[src/irg_pkg.sv]
// Shared constants and types for the infrared code transmitter
package irg_pkg;

   // ==========================================================
   // Data word layout
   localparam int IRG_WORD_W = 16;
   localparam int IRG_KIND_BIT = 15;
   localparam int IRG_LEN_MSB = 14;
   localparam int IRG_LEN_LSB = 11;
   localparam int IRG_PAY_MSB = 10;
   localparam int IRG_SYM_LVL_BIT = 14;
   localparam int IRG_DUR_MSB = 13;
   localparam logic [3:0] IRG_MAX_BIT_IDX = 4'hA;

   // ==========================================================
   // Queue sizes
   localparam int IRG_CODE_DEPTH = 32;
   localparam int IRG_RPT_DEPTH = 8;
   localparam logic [3:0] IRG_RPT_FULL = 4'h8;

   // ==========================================================
   // Counter widths and reset values
   localparam int IRG_CNT_W = 16;
   localparam int IRG_DIV_W = 8;
   localparam int IRG_TMR_W = 24;
   localparam logic [15:0] IRG_CNT_RST = 16'h0000;
   localparam logic [15:0] IRG_CNT_ONE = 16'h0001;
   localparam logic [23:0] IRG_TMR_RST = 24'h000000;
   localparam logic [7:0] IRG_DIV_RST = 8'h00;

   // ==========================================================
   // Timing
   localparam int IRG_CLK_PERIOD_PS = 5000;
   localparam int IRG_CARRIER_MAX_KHZ = 16000;

   // Sequencer states
   typedef enum logic [2:0] {
      IRG_ST_IDLE = 3'b000,
      IRG_ST_FETCH = 3'b001,
      IRG_ST_LOAD = 3'b010,
      IRG_ST_SYM = 3'b011,
      IRG_ST_GAP = 3'b100
   } irg_state_t;

endpackage : irg_pkg

[src/irg_carrier.sv]
// Carrier clock enable divider and carrier waveform generator
`timescale 1ns/1ps
module irg_carrier (
   // Clock and reset
   input wire logic clk_sys_i,
   input wire logic rst_n_i,
   // Configuration
   input wire logic clock_gate_i,
   input wire logic [irg_pkg::IRG_DIV_W-1:0] carrier_div_i,
   input wire logic [irg_pkg::IRG_CNT_W-1:0] carrier_high_i,
   input wire logic [irg_pkg::IRG_CNT_W-1:0] carrier_low_i,
   // Control and result
   input wire logic run_i,
   output logic tick_o,
   output logic carrier_o
);
   import irg_pkg::*;

   typedef struct packed {
      logic [IRG_DIV_W-1:0] div;
      logic [IRG_CNT_W-1:0] cnt;
      logic tick;
      logic level;
   } irg_car_t;

   irg_car_t q;
   irg_car_t d;
   logic [IRG_CNT_W-1:0] limit;

   assign tick_o = q.tick;
   assign carrier_o = q.level;
   assign limit = q.level ? carrier_high_i : carrier_low_i;

   // Divider and high/low phase counter
   always_comb
   begin
      d = q;
      d.tick = 1'b0;
      if (clock_gate_i)
      begin
         if (q.div >= carrier_div_i)
         begin
            d.div = IRG_DIV_RST;
            d.tick = 1'b1;
         end
         else
         begin
            d.div = q.div + 1'b1;
         end
      end
      else
      begin
         d.div = IRG_DIV_RST;
      end
      if (!run_i)
      begin
         d.cnt = IRG_CNT_RST;
         d.level = 1'b1; // Each mark opens high
      end
      else if (d.tick)
      begin
         if (q.level && carrier_low_i == IRG_CNT_RST)
         begin
            d.cnt = IRG_CNT_RST; // No low phase: plain time mode
         end
         else if (q.cnt + IRG_CNT_ONE >= limit)
         begin
            d.cnt = IRG_CNT_RST; // RULE8
            d.level = !q.level; // RULE8
         end
         else
         begin
            d.cnt = q.cnt + IRG_CNT_ONE;
         end
      end
   end

   // State register
   always_ff @(posedge clk_sys_i or negedge rst_n_i)
   begin
      if (!rst_n_i)
      begin
         q <= '0;
         q.level <= 1'b1;
      end
      else
      begin
         q <= d;
      end
   end

endmodule : irg_carrier

[src/irg_fifo.sv]
// Synchronous FIFO with valid and ready on both sides
`timescale 1ns/1ps
module irg_fifo #(
   parameter int WIDTH = 16,
   parameter int DEPTH = 8
) (
   // Clock and reset
   input wire logic clk_sys_i,
   input wire logic rst_n_i,
   // Fill side
   input wire logic in_valid_i,
   input wire logic [WIDTH-1:0] in_data_i,
   output logic in_ready_o,
   // Drain side
   output logic out_valid_o,
   output logic [WIDTH-1:0] out_data_o,
   input wire logic out_ready_i
);
   import irg_pkg::*;

   localparam int AW = $clog2(DEPTH);

   typedef struct packed {
      logic [DEPTH-1:0][WIDTH-1:0] mem;
      logic [AW-1:0] wr;
      logic [AW-1:0] rd;
      logic [AW:0] cnt;
      logic ready;
      logic valid;
   } irg_fifo_t;

   irg_fifo_t q;
   irg_fifo_t d;
   logic push;
   logic pop;

   // ==========================================================
   // Handshake
   assign in_ready_o = q.ready;
   assign out_valid_o = q.valid;
   assign out_data_o = q.mem[q.rd];
   assign push = in_valid_i && q.ready;
   assign pop = out_ready_i && q.valid;

   // Next state: pointers, count and registered flags
   always_comb
   begin
      d = q;
      if (push)
      begin
         d.mem[q.wr] = in_data_i;
         d.wr = (q.wr == AW'(DEPTH - 1)) ? '0 : q.wr + 1'b1;
      end
      if (pop)
      begin
         d.rd = (q.rd == AW'(DEPTH - 1)) ? '0 : q.rd + 1'b1;
      end
      if (push && !pop)
      begin
         d.cnt = q.cnt + 1'b1;
      end
      else if (pop && !push)
      begin
         d.cnt = q.cnt - 1'b1;
      end
      // Flags kept in flops so both handshake outputs are registered
      d.ready = (d.cnt != (AW + 1)'(DEPTH));
      d.valid = (d.cnt != '0);
   end

   // State register
   always_ff @(posedge clk_sys_i or negedge rst_n_i)
   begin
      if (!rst_n_i)
      begin
         q <= '0;
         q.ready <= 1'b1;
      end
      else
      begin
         q <= d;
      end
   end

endmodule : irg_fifo

[src/irg_top.sv]
// Infrared code transmitter: queues, decoder, modulator, output stage
//
// Overview of operation
// RULE1 - Word bit 15 set means logic-bit message, clear means painted symbol
// RULE2 - Logic-bit message: bits 14:11 count minus one, payload in 10:0
// RULE3 - Painted symbol: bit 14 mark or space, bits 13:0 length
// RULE4 - Words queue up, then decode into mark and space commands
// RULE5 - A second queue holds the words sent when a key repeats
// RULE6 - While key held, resend repeat words each interval automatically
// RULE7 - Carrier runs on its own gated clock rate, up to 16 MHz
// RULE8 - Carrier stays high for one count, low for another
// RULE9 - Modulator gate passes or blocks carrier per command kind
// RULE10 - Output stage inverts final signal when inversion is selected
// RULE11 - Each bit is a mark plus a space of programmed lengths
// RULE12 - Per-bit order select: mark first or space first
// RULE13 - Software fills the queue then fires the transmit trigger
// RULE14 - Software enables the clock gate before using the block
// RULE15 - Code queue holds 32 words of 16 bits
// RULE16 - Completion of the queued command raises a done event
// RULE17 - Configuration is reached apart from the carrier timing domain
// RULE18 - Payload sent most significant valid bit first, words in order
// RULE19 - Output returns to idle space level, after inversion, when done
`timescale 1ns/1ps
module irg_top (
   // Clock and reset
   input wire logic clk_sys_i,
   input wire logic rst_n_i,
   // Carrier configuration
   input wire logic infrared_clock_gate_i,
   input wire logic [irg_pkg::IRG_DIV_W-1:0] carrier_div_i,
   input wire logic [irg_pkg::IRG_CNT_W-1:0] carrier_high_i,
   input wire logic [irg_pkg::IRG_CNT_W-1:0] carrier_low_i,
   // Bit timing and format
   input wire logic [irg_pkg::IRG_CNT_W-1:0] one_mark_i,
   input wire logic [irg_pkg::IRG_CNT_W-1:0] one_space_i,
   input wire logic [irg_pkg::IRG_CNT_W-1:0] zero_mark_i,
   input wire logic [irg_pkg::IRG_CNT_W-1:0] zero_space_i,
   input wire logic one_bit_order_select_i,
   input wire logic zero_bit_order_select_i,
   input wire logic invert_i,
   // Generator control
   input wire logic transmit_trigger_i,
   input wire logic key_held_i,
   input wire logic [irg_pkg::IRG_TMR_W-1:0] repeat_interval_i,
   // Code queue write side
   input wire logic code_valid_i,
   input wire logic [irg_pkg::IRG_WORD_W-1:0] code_data_i,
   output logic code_ready_o,
   // Repeat queue write side
   input wire logic rpt_wr_i,
   input wire logic rpt_clear_i,
   input wire logic [irg_pkg::IRG_WORD_W-1:0] rpt_data_i,
   output logic [3:0] rpt_count_o,
   // Status and line
   output logic busy_o,
   output logic tx_done_o,
   output logic ir_out_o
);
   import irg_pkg::*;

   typedef struct packed {
      irg_state_t st;
      logic src_rpt;
      logic [IRG_WORD_W-1:0] word;
      logic [3:0] bit_idx;
      logic half;
      logic [IRG_CNT_W-1:0] cnt;
      logic gate;
      logic [IRG_RPT_DEPTH-1:0][IRG_WORD_W-1:0] rpt_mem;
      logic [3:0] rpt_cnt;
      logic [2:0] rpt_idx;
      logic [IRG_TMR_W-1:0] tmr;
      logic busy;
      logic done;
      logic out;
   } irg_main_t;

   irg_main_t q;
   irg_main_t d;
   logic code_valid;
   logic [IRG_WORD_W-1:0] code_word;
   logic code_pop;
   logic tick;
   logic carrier;
   logic sym_done;
   logic bit_val;
   logic mark_first;
   logic level;
   logic [IRG_CNT_W-1:0] dur;

   // ==========================================================
   // Message field decoding
   function automatic logic irg_is_logic(input logic [IRG_WORD_W-1:0] w);
      irg_is_logic = w[IRG_KIND_BIT]; // RULE1
   endfunction : irg_is_logic

   function automatic logic [3:0] irg_top_bit(
      input logic [IRG_WORD_W-1:0] w);
      logic [3:0] n;
      n = w[IRG_LEN_MSB:IRG_LEN_LSB]; // RULE2
      irg_top_bit = (n > IRG_MAX_BIT_IDX) ? IRG_MAX_BIT_IDX : n;
   endfunction : irg_top_bit

   // ==========================================================
   // Code queue, 32 words deep
   irg_fifo #(
      .WIDTH(IRG_WORD_W),
      .DEPTH(IRG_CODE_DEPTH) // RULE15
   ) u_code_q (
      .clk_sys_i(clk_sys_i),
      .rst_n_i(rst_n_i),
      .in_valid_i(code_valid_i),
      .in_data_i(code_data_i), // RULE17
      .in_ready_o(code_ready_o),
      .out_valid_o(code_valid),
      .out_data_o(code_word),
      .out_ready_i(code_pop)
   );

   // ==========================================================
   // Carrier generator, gated by the modulator
   irg_carrier u_carrier (
      .clk_sys_i(clk_sys_i),
      .rst_n_i(rst_n_i),
      .clock_gate_i(infrared_clock_gate_i), // RULE14
      .carrier_div_i(carrier_div_i), // RULE7
      .carrier_high_i(carrier_high_i),
      .carrier_low_i(carrier_low_i),
      .run_i(q.gate), // RULE9
      .tick_o(tick),
      .carrier_o(carrier)
   );

   // Queue pops only while the code source is being fetched
   assign code_pop = (q.st == IRG_ST_FETCH) && !q.src_rpt && tick; // RULE18

   // ==========================================================
   // Outputs straight from the state register
   assign busy_o = q.busy;
   assign tx_done_o = q.done;
   assign ir_out_o = q.out;
   assign rpt_count_o = q.rpt_cnt;

   // ==========================================================
   // Symbol selection for the word being emitted
   always_comb
   begin
      bit_val = q.word[q.bit_idx];
      mark_first = bit_val ? !one_bit_order_select_i
                           : !zero_bit_order_select_i; // RULE12
      if (irg_is_logic(q.word))
      begin
         level = q.half ? !mark_first : mark_first; // RULE11
         if (level)
         begin
            dur = bit_val ? one_mark_i : zero_mark_i; // RULE11
         end
         else
         begin
            dur = bit_val ? one_space_i : zero_space_i; // RULE11
         end
      end
      else
      begin
         level = q.word[IRG_SYM_LVL_BIT]; // RULE3
         dur = {2'b00, q.word[IRG_DUR_MSB:0]}; // RULE3
      end
   end

   // ==========================================================
   // Sequencer next state
   always_comb
   begin
      d = q;
      d.done = 1'b0;
      sym_done = 1'b0;
      // Repeat queue loading, ignored once full
      if (rpt_clear_i)
      begin
         d.rpt_cnt = 4'h0;
      end
      else if (rpt_wr_i && q.rpt_cnt != IRG_RPT_FULL)
      begin
         d.rpt_mem[q.rpt_cnt[2:0]] = rpt_data_i; // RULE5
         d.rpt_cnt = q.rpt_cnt + 4'h1;
      end
      // Repeat interval runs from the start of each frame
      if (q.busy && tick && q.tmr != {IRG_TMR_W{1'b1}})
      begin
         d.tmr = q.tmr + 24'h000001; // RULE6
      end
      case (q.st)
         IRG_ST_IDLE:
         begin
            d.gate = 1'b0;
            if (transmit_trigger_i) // RULE13
            begin
               d.st = IRG_ST_FETCH;
               d.src_rpt = 1'b0;
               d.tmr = IRG_TMR_RST;
               d.busy = 1'b1;
            end
         end
         IRG_ST_FETCH:
         begin
            if (tick)
            begin
               d.gate = 1'b0;
               d.half = 1'b0;
            end
            if (!tick)
            begin
               d.st = IRG_ST_FETCH; // Word boundaries fall on carrier ticks
            end
            else if (!q.src_rpt && code_valid)
            begin
               d.word = code_word; // RULE4
               d.bit_idx = irg_top_bit(code_word);
               d.st = IRG_ST_LOAD;
            end
            else if (q.src_rpt && {1'b0, q.rpt_idx} < q.rpt_cnt
                     && !(q.rpt_idx == 3'h0 && q.rpt_cnt == 4'h0))
            begin
               d.word = q.rpt_mem[q.rpt_idx]; // RULE5
               d.bit_idx = irg_top_bit(q.rpt_mem[q.rpt_idx]);
               d.rpt_idx = q.rpt_idx + 3'h1;
               d.st = IRG_ST_LOAD;
               if (q.rpt_idx == 3'h7)
               begin
                  d.src_rpt = 1'b0; // Last slot: frame ends next fetch
                  d.st = IRG_ST_LOAD;
               end
            end
            else if (key_held_i && q.rpt_cnt != 4'h0)
            begin
               d.st = IRG_ST_GAP; // RULE6
            end
            else
            begin
               d.st = IRG_ST_IDLE; // RULE19
               d.busy = 1'b0;
               d.done = 1'b1; // RULE16
            end
         end
         IRG_ST_LOAD:
         begin
            // Gate changes only on a tick, so a symbol spans whole ticks
            if (tick)
            begin
               if (dur == IRG_CNT_RST)
               begin
                  sym_done = 1'b1; // Empty symbols are skipped
               end
               else
               begin
                  d.cnt = dur;
                  d.gate = level; // RULE9
                  d.st = IRG_ST_SYM;
                  sym_done = (dur == IRG_CNT_ONE); // One tick, no count
               end
            end
         end
         IRG_ST_SYM:
         begin
            // Ends one tick early: the next boundary takes the last tick
            if (tick)
            begin
               d.cnt = q.cnt - IRG_CNT_ONE;
               sym_done = (d.cnt == IRG_CNT_ONE); // RULE3
            end
         end
         IRG_ST_GAP:
         begin
            d.gate = 1'b0;
            if (!key_held_i)
            begin
               d.st = IRG_ST_IDLE; // RULE19
               d.busy = 1'b0;
               d.done = 1'b1; // RULE16
            end
            else if (q.tmr >= repeat_interval_i)
            begin
               d.st = IRG_ST_FETCH; // RULE6
               d.src_rpt = 1'b1;
               d.rpt_idx = 3'h0;
               d.tmr = IRG_TMR_RST;
            end
         end
         default:
         begin
            d.st = IRG_ST_IDLE;
            d.gate = 1'b0;
            d.busy = 1'b0;
         end
      endcase
      // Advance to the next half, bit or word
      if (sym_done)
      begin
         d.st = IRG_ST_LOAD;
         if (!irg_is_logic(q.word))
         begin
            d.st = IRG_ST_FETCH; // RULE18
         end
         else if (!q.half)
         begin
            d.half = 1'b1;
         end
         else if (q.bit_idx == 4'h0)
         begin
            d.half = 1'b0;
            d.st = IRG_ST_FETCH; // RULE18
         end
         else
         begin
            d.half = 1'b0;
            d.bit_idx = q.bit_idx - 4'h1; // RULE18
         end
      end
      // Gated carrier through the optional inverter
      d.out = (q.gate && carrier) ^ invert_i; // RULE10
   end

   // State register
   always_ff @(posedge clk_sys_i or negedge rst_n_i)
   begin
      if (!rst_n_i)
      begin
         q <= '0;
         q.st <= IRG_ST_IDLE;
      end
      else
      begin
         q <= d;
      end
   end

endmodule : irg_top

[config.mk]
export PLATFORM = sky130hd
export DESIGN_NAME = irg_top
export DESIGN_NICKNAME = d
export VERILOG_FILES = /design/src/irg_pkg.sv /design/src/irg_carrier.sv /design/src/irg_fifo.sv /design/src/irg_top.sv
export SDC_FILE = /design/constraint.sdc
export NUM_CORES = 1
export LEC_CHECK = 0
export BUFFER_PORTS_ARGS = -buffer_cell sky130_fd_sc_hd__clkbuf_2
export CORE_MARGIN = 2
export CORE_UTILIZATION = 55
export DETAILED_ROUTE_END_ITERATION = 16
export PLACE_DENSITY = 0.7
export SLEW_MARGIN = 20
export SYNTH_ARGS = -nofsm -noshare
export SYNTH_HDL_FRONTEND = slang
export SYNTH_SLANG_ARGS = --single-unit
[constraint.sdc]
create_clock -name clk_sys_i -period 4 [get_ports clk_sys_i]
set_input_delay 0.8 -clock clk_sys_i [delete_from_list [all_inputs] [get_ports clk_sys_i]]
set_output_delay 0.8 -clock clk_sys_i [all_outputs]
set_load 0.01 [all_outputs]
---- Yosys cells after proc, flatten, opt, wreduce, memory -nomap -nowiden ----
Cells that the tools add are included.
operators by class
  add/subtract/negate cells ............... 11
  $lt $le $gt $ge ......................... 13
  eq/ne operators ......................... 33
  multiplexer cells ....................... 94
  bitwise gates (word level) .............. 4
  reductions and logical operators ........ 49
operators with widths
  operator                 number
  $bwmux W512              1
  $mux W16                 14
  $bwmux W128              1
  $bmux W16 S5             1
  $demux W16 S5            1
  $mux W27                 2
  $bmux W16 S3             1
  $demux W16 S3            1
  $pmux W24 S2             1
  $mux W21                 2
  $mux W17                 2
  $mux W3                  11
  $eq A16 B1 Y1 const B    2
  $logic_not A16 Y1        2
  $mux W4                  8
  $pmux W16 S2             1
  $mux W25                 1
  $mux W5                  5
  $add A24 B1 Y24 const B  1
  $ge A24 B24 Y1           1
  $mux W24                 1
  $ne A24 B24 Y1 const B   1
  $mux W20                 1
  $ne A2 B2 Y1 const B     10
  55 further kinds         132
word-level totals
  flip-flop bits (word level) ............. 760
  input bits .............................. 171
  output and inout bits ................... 8
  word-level logic and storage cells ...... 266

---- Longest topological paths before layout ----
  depth in word-level cells ............... 13
  mapped depth ............................ 16
  gate-level depth less buffers ........... 16

---- Modules after synthesis ----
A second synthesis with hierarchy kept.
unflattened totals
  cell total of the unflattened synthesis .. 3114
  area total of the unflattened synthesis .. 38346.8 sq um
modules (own cells, without submodules)
  module       instances  cells an instance  area each (sq um)
  irg_fifo     1          1822               24543.5
  irg_top      1          1055               11586.1
  irg_carrier  1          237                2217.1

---- Worst setup path before layout ----
Ideal clock, no wire load.
  path type ............................... input-to-reg
  from .................................... in zero_bit_order_select_i
  to ...................................... reg q[180] in the netlist's numbering
  library setup time ...................... 0.139 ns
  arrival ................................. 3.963 ns
  data required time ...................... 3.861 ns
  path slack .............................. -0.102 ns
  cell stages on the path ................. 12
  path buffers ............................ 3
  cells stage by stage .................... clkbuf_1 -> clkbuf_1 -> buf_1 -> mux2i_1 -> nand2_1 -> o211ai_2 -> a21oi_1 -> nor4_4 -> nand4_2 -> o31ai_4 -> or4b_4 -> mux2i_1
RTL lines
  element      line           RTL
  from (decl)  irg_top.sv:39  input wire logic zero_bit_order_select_i,
  to (decl)    irg_top.sv:78  irg_main_t q;

==> flow_summary.toml <==
[finish]
fin_area_um2 = 43900
fin_cells = 4081
layout.nets = 3314
seq_area_um2 = 19000
drive_gt1_share_pct = 42.8
area_delta_synth_final_pct = 13.6
multi_input_area_um2 = 18500
nFillCells = 5269

[global_route]
grt_pass1_wl_um = 154000
grt_pass1_vias = 26900
grt_overflow = 0
grt_usage_pct = 27.7
grt_max_degree = 110
grt_antenna_before_repair = 4

[power]
switchingPower_w = 0.00784
pwr-share-clk_pct = 29.7
internal_power_w = 0.0191
pwr-share-comb_pct = 27.2
power_switching_share_pct = 29.1
seq_power_share_pct = 43.1
cellLeakagePower_nw = 20.2
ir_drop_mv = 0.414
power_density_nw_per_um2 = 613
power.total_w = 0.0269

[die]
die-area_um2 = 72400
num_rows = 97
die_x_um = 269
core_area_um2 = 69800
start_util_pct = 55.3
io_pins = 179
die_y_um = 269

[synthesis]
ys_warn_count = 0
synth.top_cell.area_share_pct = 49.1
synth-main-ff-cell = "dfrtp_1"
synth_top_area_cell = "dfrtp_1"
synth-seq-cells = 760
synth_common_cells = "758 x dfrtp_1, 668 x mux2_2, 195 x mux4_2"
synth_edf_count = 0
synth_cell_types = 79
ys_seq_area_share_pct = 49.2
synth.area.top_cells = "dfrtp_1 49%, mux2_2 19%, mux4_2 11%"
synthesis.nets = 3140
synth_most_common_cell = "dfrtp_1"
synthCells = 2899
avgSynthCellArea_um2 = 13.3
async_flop_share_pct = 100
syn_area_um2 = 38600

[hold_path]
hold_path.class = "in2async"

[run]
maxCapViolations = 0

[drt]
dr.first_iter.drc_count = 1926
drtAntennaViolNets = 0
wirelength_um = 97800
drc = 0
first_pass_iters = 5
wire_per_inst_um = 24.0
vias = 25200
viasPerCell = 6.18

[worst_setup_path]
slowest_delay_ns = 0.56
crit_path_start_kind = "flip-flop"
critPathMaxFanout = 10
cp_slowest_cell = "dfrtp_1"
criticalPathCategory = "reg2reg"
worstPathArrival_ns = 4.20
cp.required_ns = 4.47
cp_top_family = "compound AO/OA/AOI/OAI gates"
crit_chain = "mux2_1, o22ai_1, buf_4, o32ai_1, or2_1, a221oi_1, o31a_1, nand4_1, o31ai_4, or4b_4, mux2i_1"
crit_path_end_kind = "flip-flop"
worst-path-buf-inv = 1

[timing]
slew_headroom_pct = 25.4
setup_viol = 0
worst_slack_ns = 0.272
worstMarginPinSlew_ns = 1.12
rsz0062_at_grt = "no"
slew_violations = 0
fin_crit_sh_pct = 93.2
hold_violations = 0
finalSetupTns_ns = 0
period_needed_ns = 3.73
skew_ns = 0.0418
timing.fmax_mhz = 268

[clock_tree]
ctsHtreeMaxLevel = 3
clk_pin_slew_ns = 0.06
cts_sinks = 760
cts_tree = "built"
clock-root-buffer = "clkbuf_16"
numCtsBuffers = 81
clk_latency_ns = 0.65
clockBufferDepth = 3

[placed_design]
place_inst = 3927
portBuffers = 178
routabilityCongestion = 0.938
placed_area_um2 = 40900
dp_hpwl_um = 65500
pre_cts_slack_ns = 0.0353

[run_status]
status = "finished clean"
-- final timing paths --
| check | depth (start not counted) | slack [ns] | end | startpoint |
|---|---|---|---|---|
| max | 11 | 0.27 | q[180]$_DFF_PN0_ | q[183]$_DFF_PN0_ |
| min | 1 | 0.25 | u_carrier.q[25]$_DFF_PN0_ | rst_n_i |
| max reg2reg | 11 | 0.27 | q[180]$_DFF_PN0_ | q[183]$_DFF_PN0_ |
| min reg2reg | 1 | 0.50 | u_code_q.q[7]$_DFF_PN0_ | u_code_q.q[7]$_DFF_PN0_ |
| max in group asynchronous | 2 | 2.64 | q[82]$_DFFE_PN0P_ | rst_n_i |
| min in group clk_sys_i | 2 | 0.37 | ir_out_o$_DFF_PN0_ | invert_i |
-- kinds of logic after synthesis --
kind of cell	Yosys count	synth area share, %
simple gates	496	6.18
fa+ha+maj	70	2.27
buf+inv	279	2.91
xor+xnor	52	1.18
compound gates	283	4.87
mux	959	33.3
flops	760	49.2
-- layer usage --
metal  GRT usage (%)  wire [um]
met4            9.10       2810
met1            36.8      40800
met2            47.4      49500
met3            3.78       4660
met5               0         26
-- cells in the final DEF, fill, tap and decap left out, types with 16 or more instances in the layout --
master | Yosys | layout
xor2_1 | 25 | 25
a21oi_1 | 58 | 58
nand2_1 | 149 | 149
a21o_1 | 22 | 22
mux4_2 | 195 | 195
ha_1 | 70 | 70
clkbuf_16 | 0 | 82
mux2_2 | 668 | 668
dfrtp_1 | 758 | 753
nand2b_1 | 18 | 18
and3_1 | 19 | 19
xnor2_1 | 27 | 26
mux2i_1 | 95 | 95
nor2_1 | 123 | 123
clkbuf_8 | 0 | 22
nor3_1 | 48 | 44
clkbuf_2 | 0 | 177
o21ai_0 | 70 | 70
nand3_1 | 39 | 39
nand4_1 | 18 | 18
buf_4 | 5 | 106
o22ai_1 | 19 | 19
nor4_1 | 16 | 16
inv_1 | 68 | 68
-- what timing repair did --
| item | in CTS | in global routing |
|---|---|---|
| setup buffers | 0 | 3 |
| hold buffers | 0 | 0 |
| gates resized for setup | 0 | 4 |
| endpoints found under the setup margin | 0 | 21 |
-- metrics by stage --
| stage | util (%) | hold slack [ns] |
|---|---|---|
| floorplan | - | 0.418 |
| global placement | 58.6 | 0.474 |
| detailed placement | 58.6 | 0.488 |
| CTS | 62.8 | 0.282 |
| global route | 62.8 | 0.319 |
| finish | 62.8 | 0.253 |
-- sequential cells by signal, indices dropped and copies added (netlist names) --
| register | cells |
|---|---|
| u_code_q.q | 528 |
| q | 197 |
| u_carrier.q | 24 |
| rpt_count_o | 4 |
| busy_o | 1 |
| ir_out_o | 1 |
| tx_done_o | 1 |
| u_carrier.carrier_o | 1 |
| u_carrier.tick_o | 1 |
| u_code_q.in_ready_o | 1 |
| u_code_q.out_valid_o | 1 |
-- final cells by class --
class                   count  area share [%]
clock buffers             111            5.43
clock inverters            39            1.16
repair buffers            298            4.51
flip-flops and latches    760            43.4
well taps                 940            2.68
inverters                  72           0.625
diodes                      1         0.00571
multi-input cells        1860            42.2
-- power by group through the flow --
| stage | Sequential, W | Clock (W) | Combinational [W] |
|---|---|---|---|
| 2_1_floorplan | 0.0111 | 0 | 0.00562 |
| 3_3_place_gp | 0.0114 | 0 | 0.00706 |
| 3_5_place_dp | 0.0117 | 0 | 0.00732 |
| 4_1_cts | 0.0116 | 0.00811 | 0.00736 |
| 5_1_grt | 0.0119 | 0.00845 | 0.00792 |
| 6_report | 0.0116 | 0.00798 | 0.00731 |
Power figures use the tool's default switching activity.
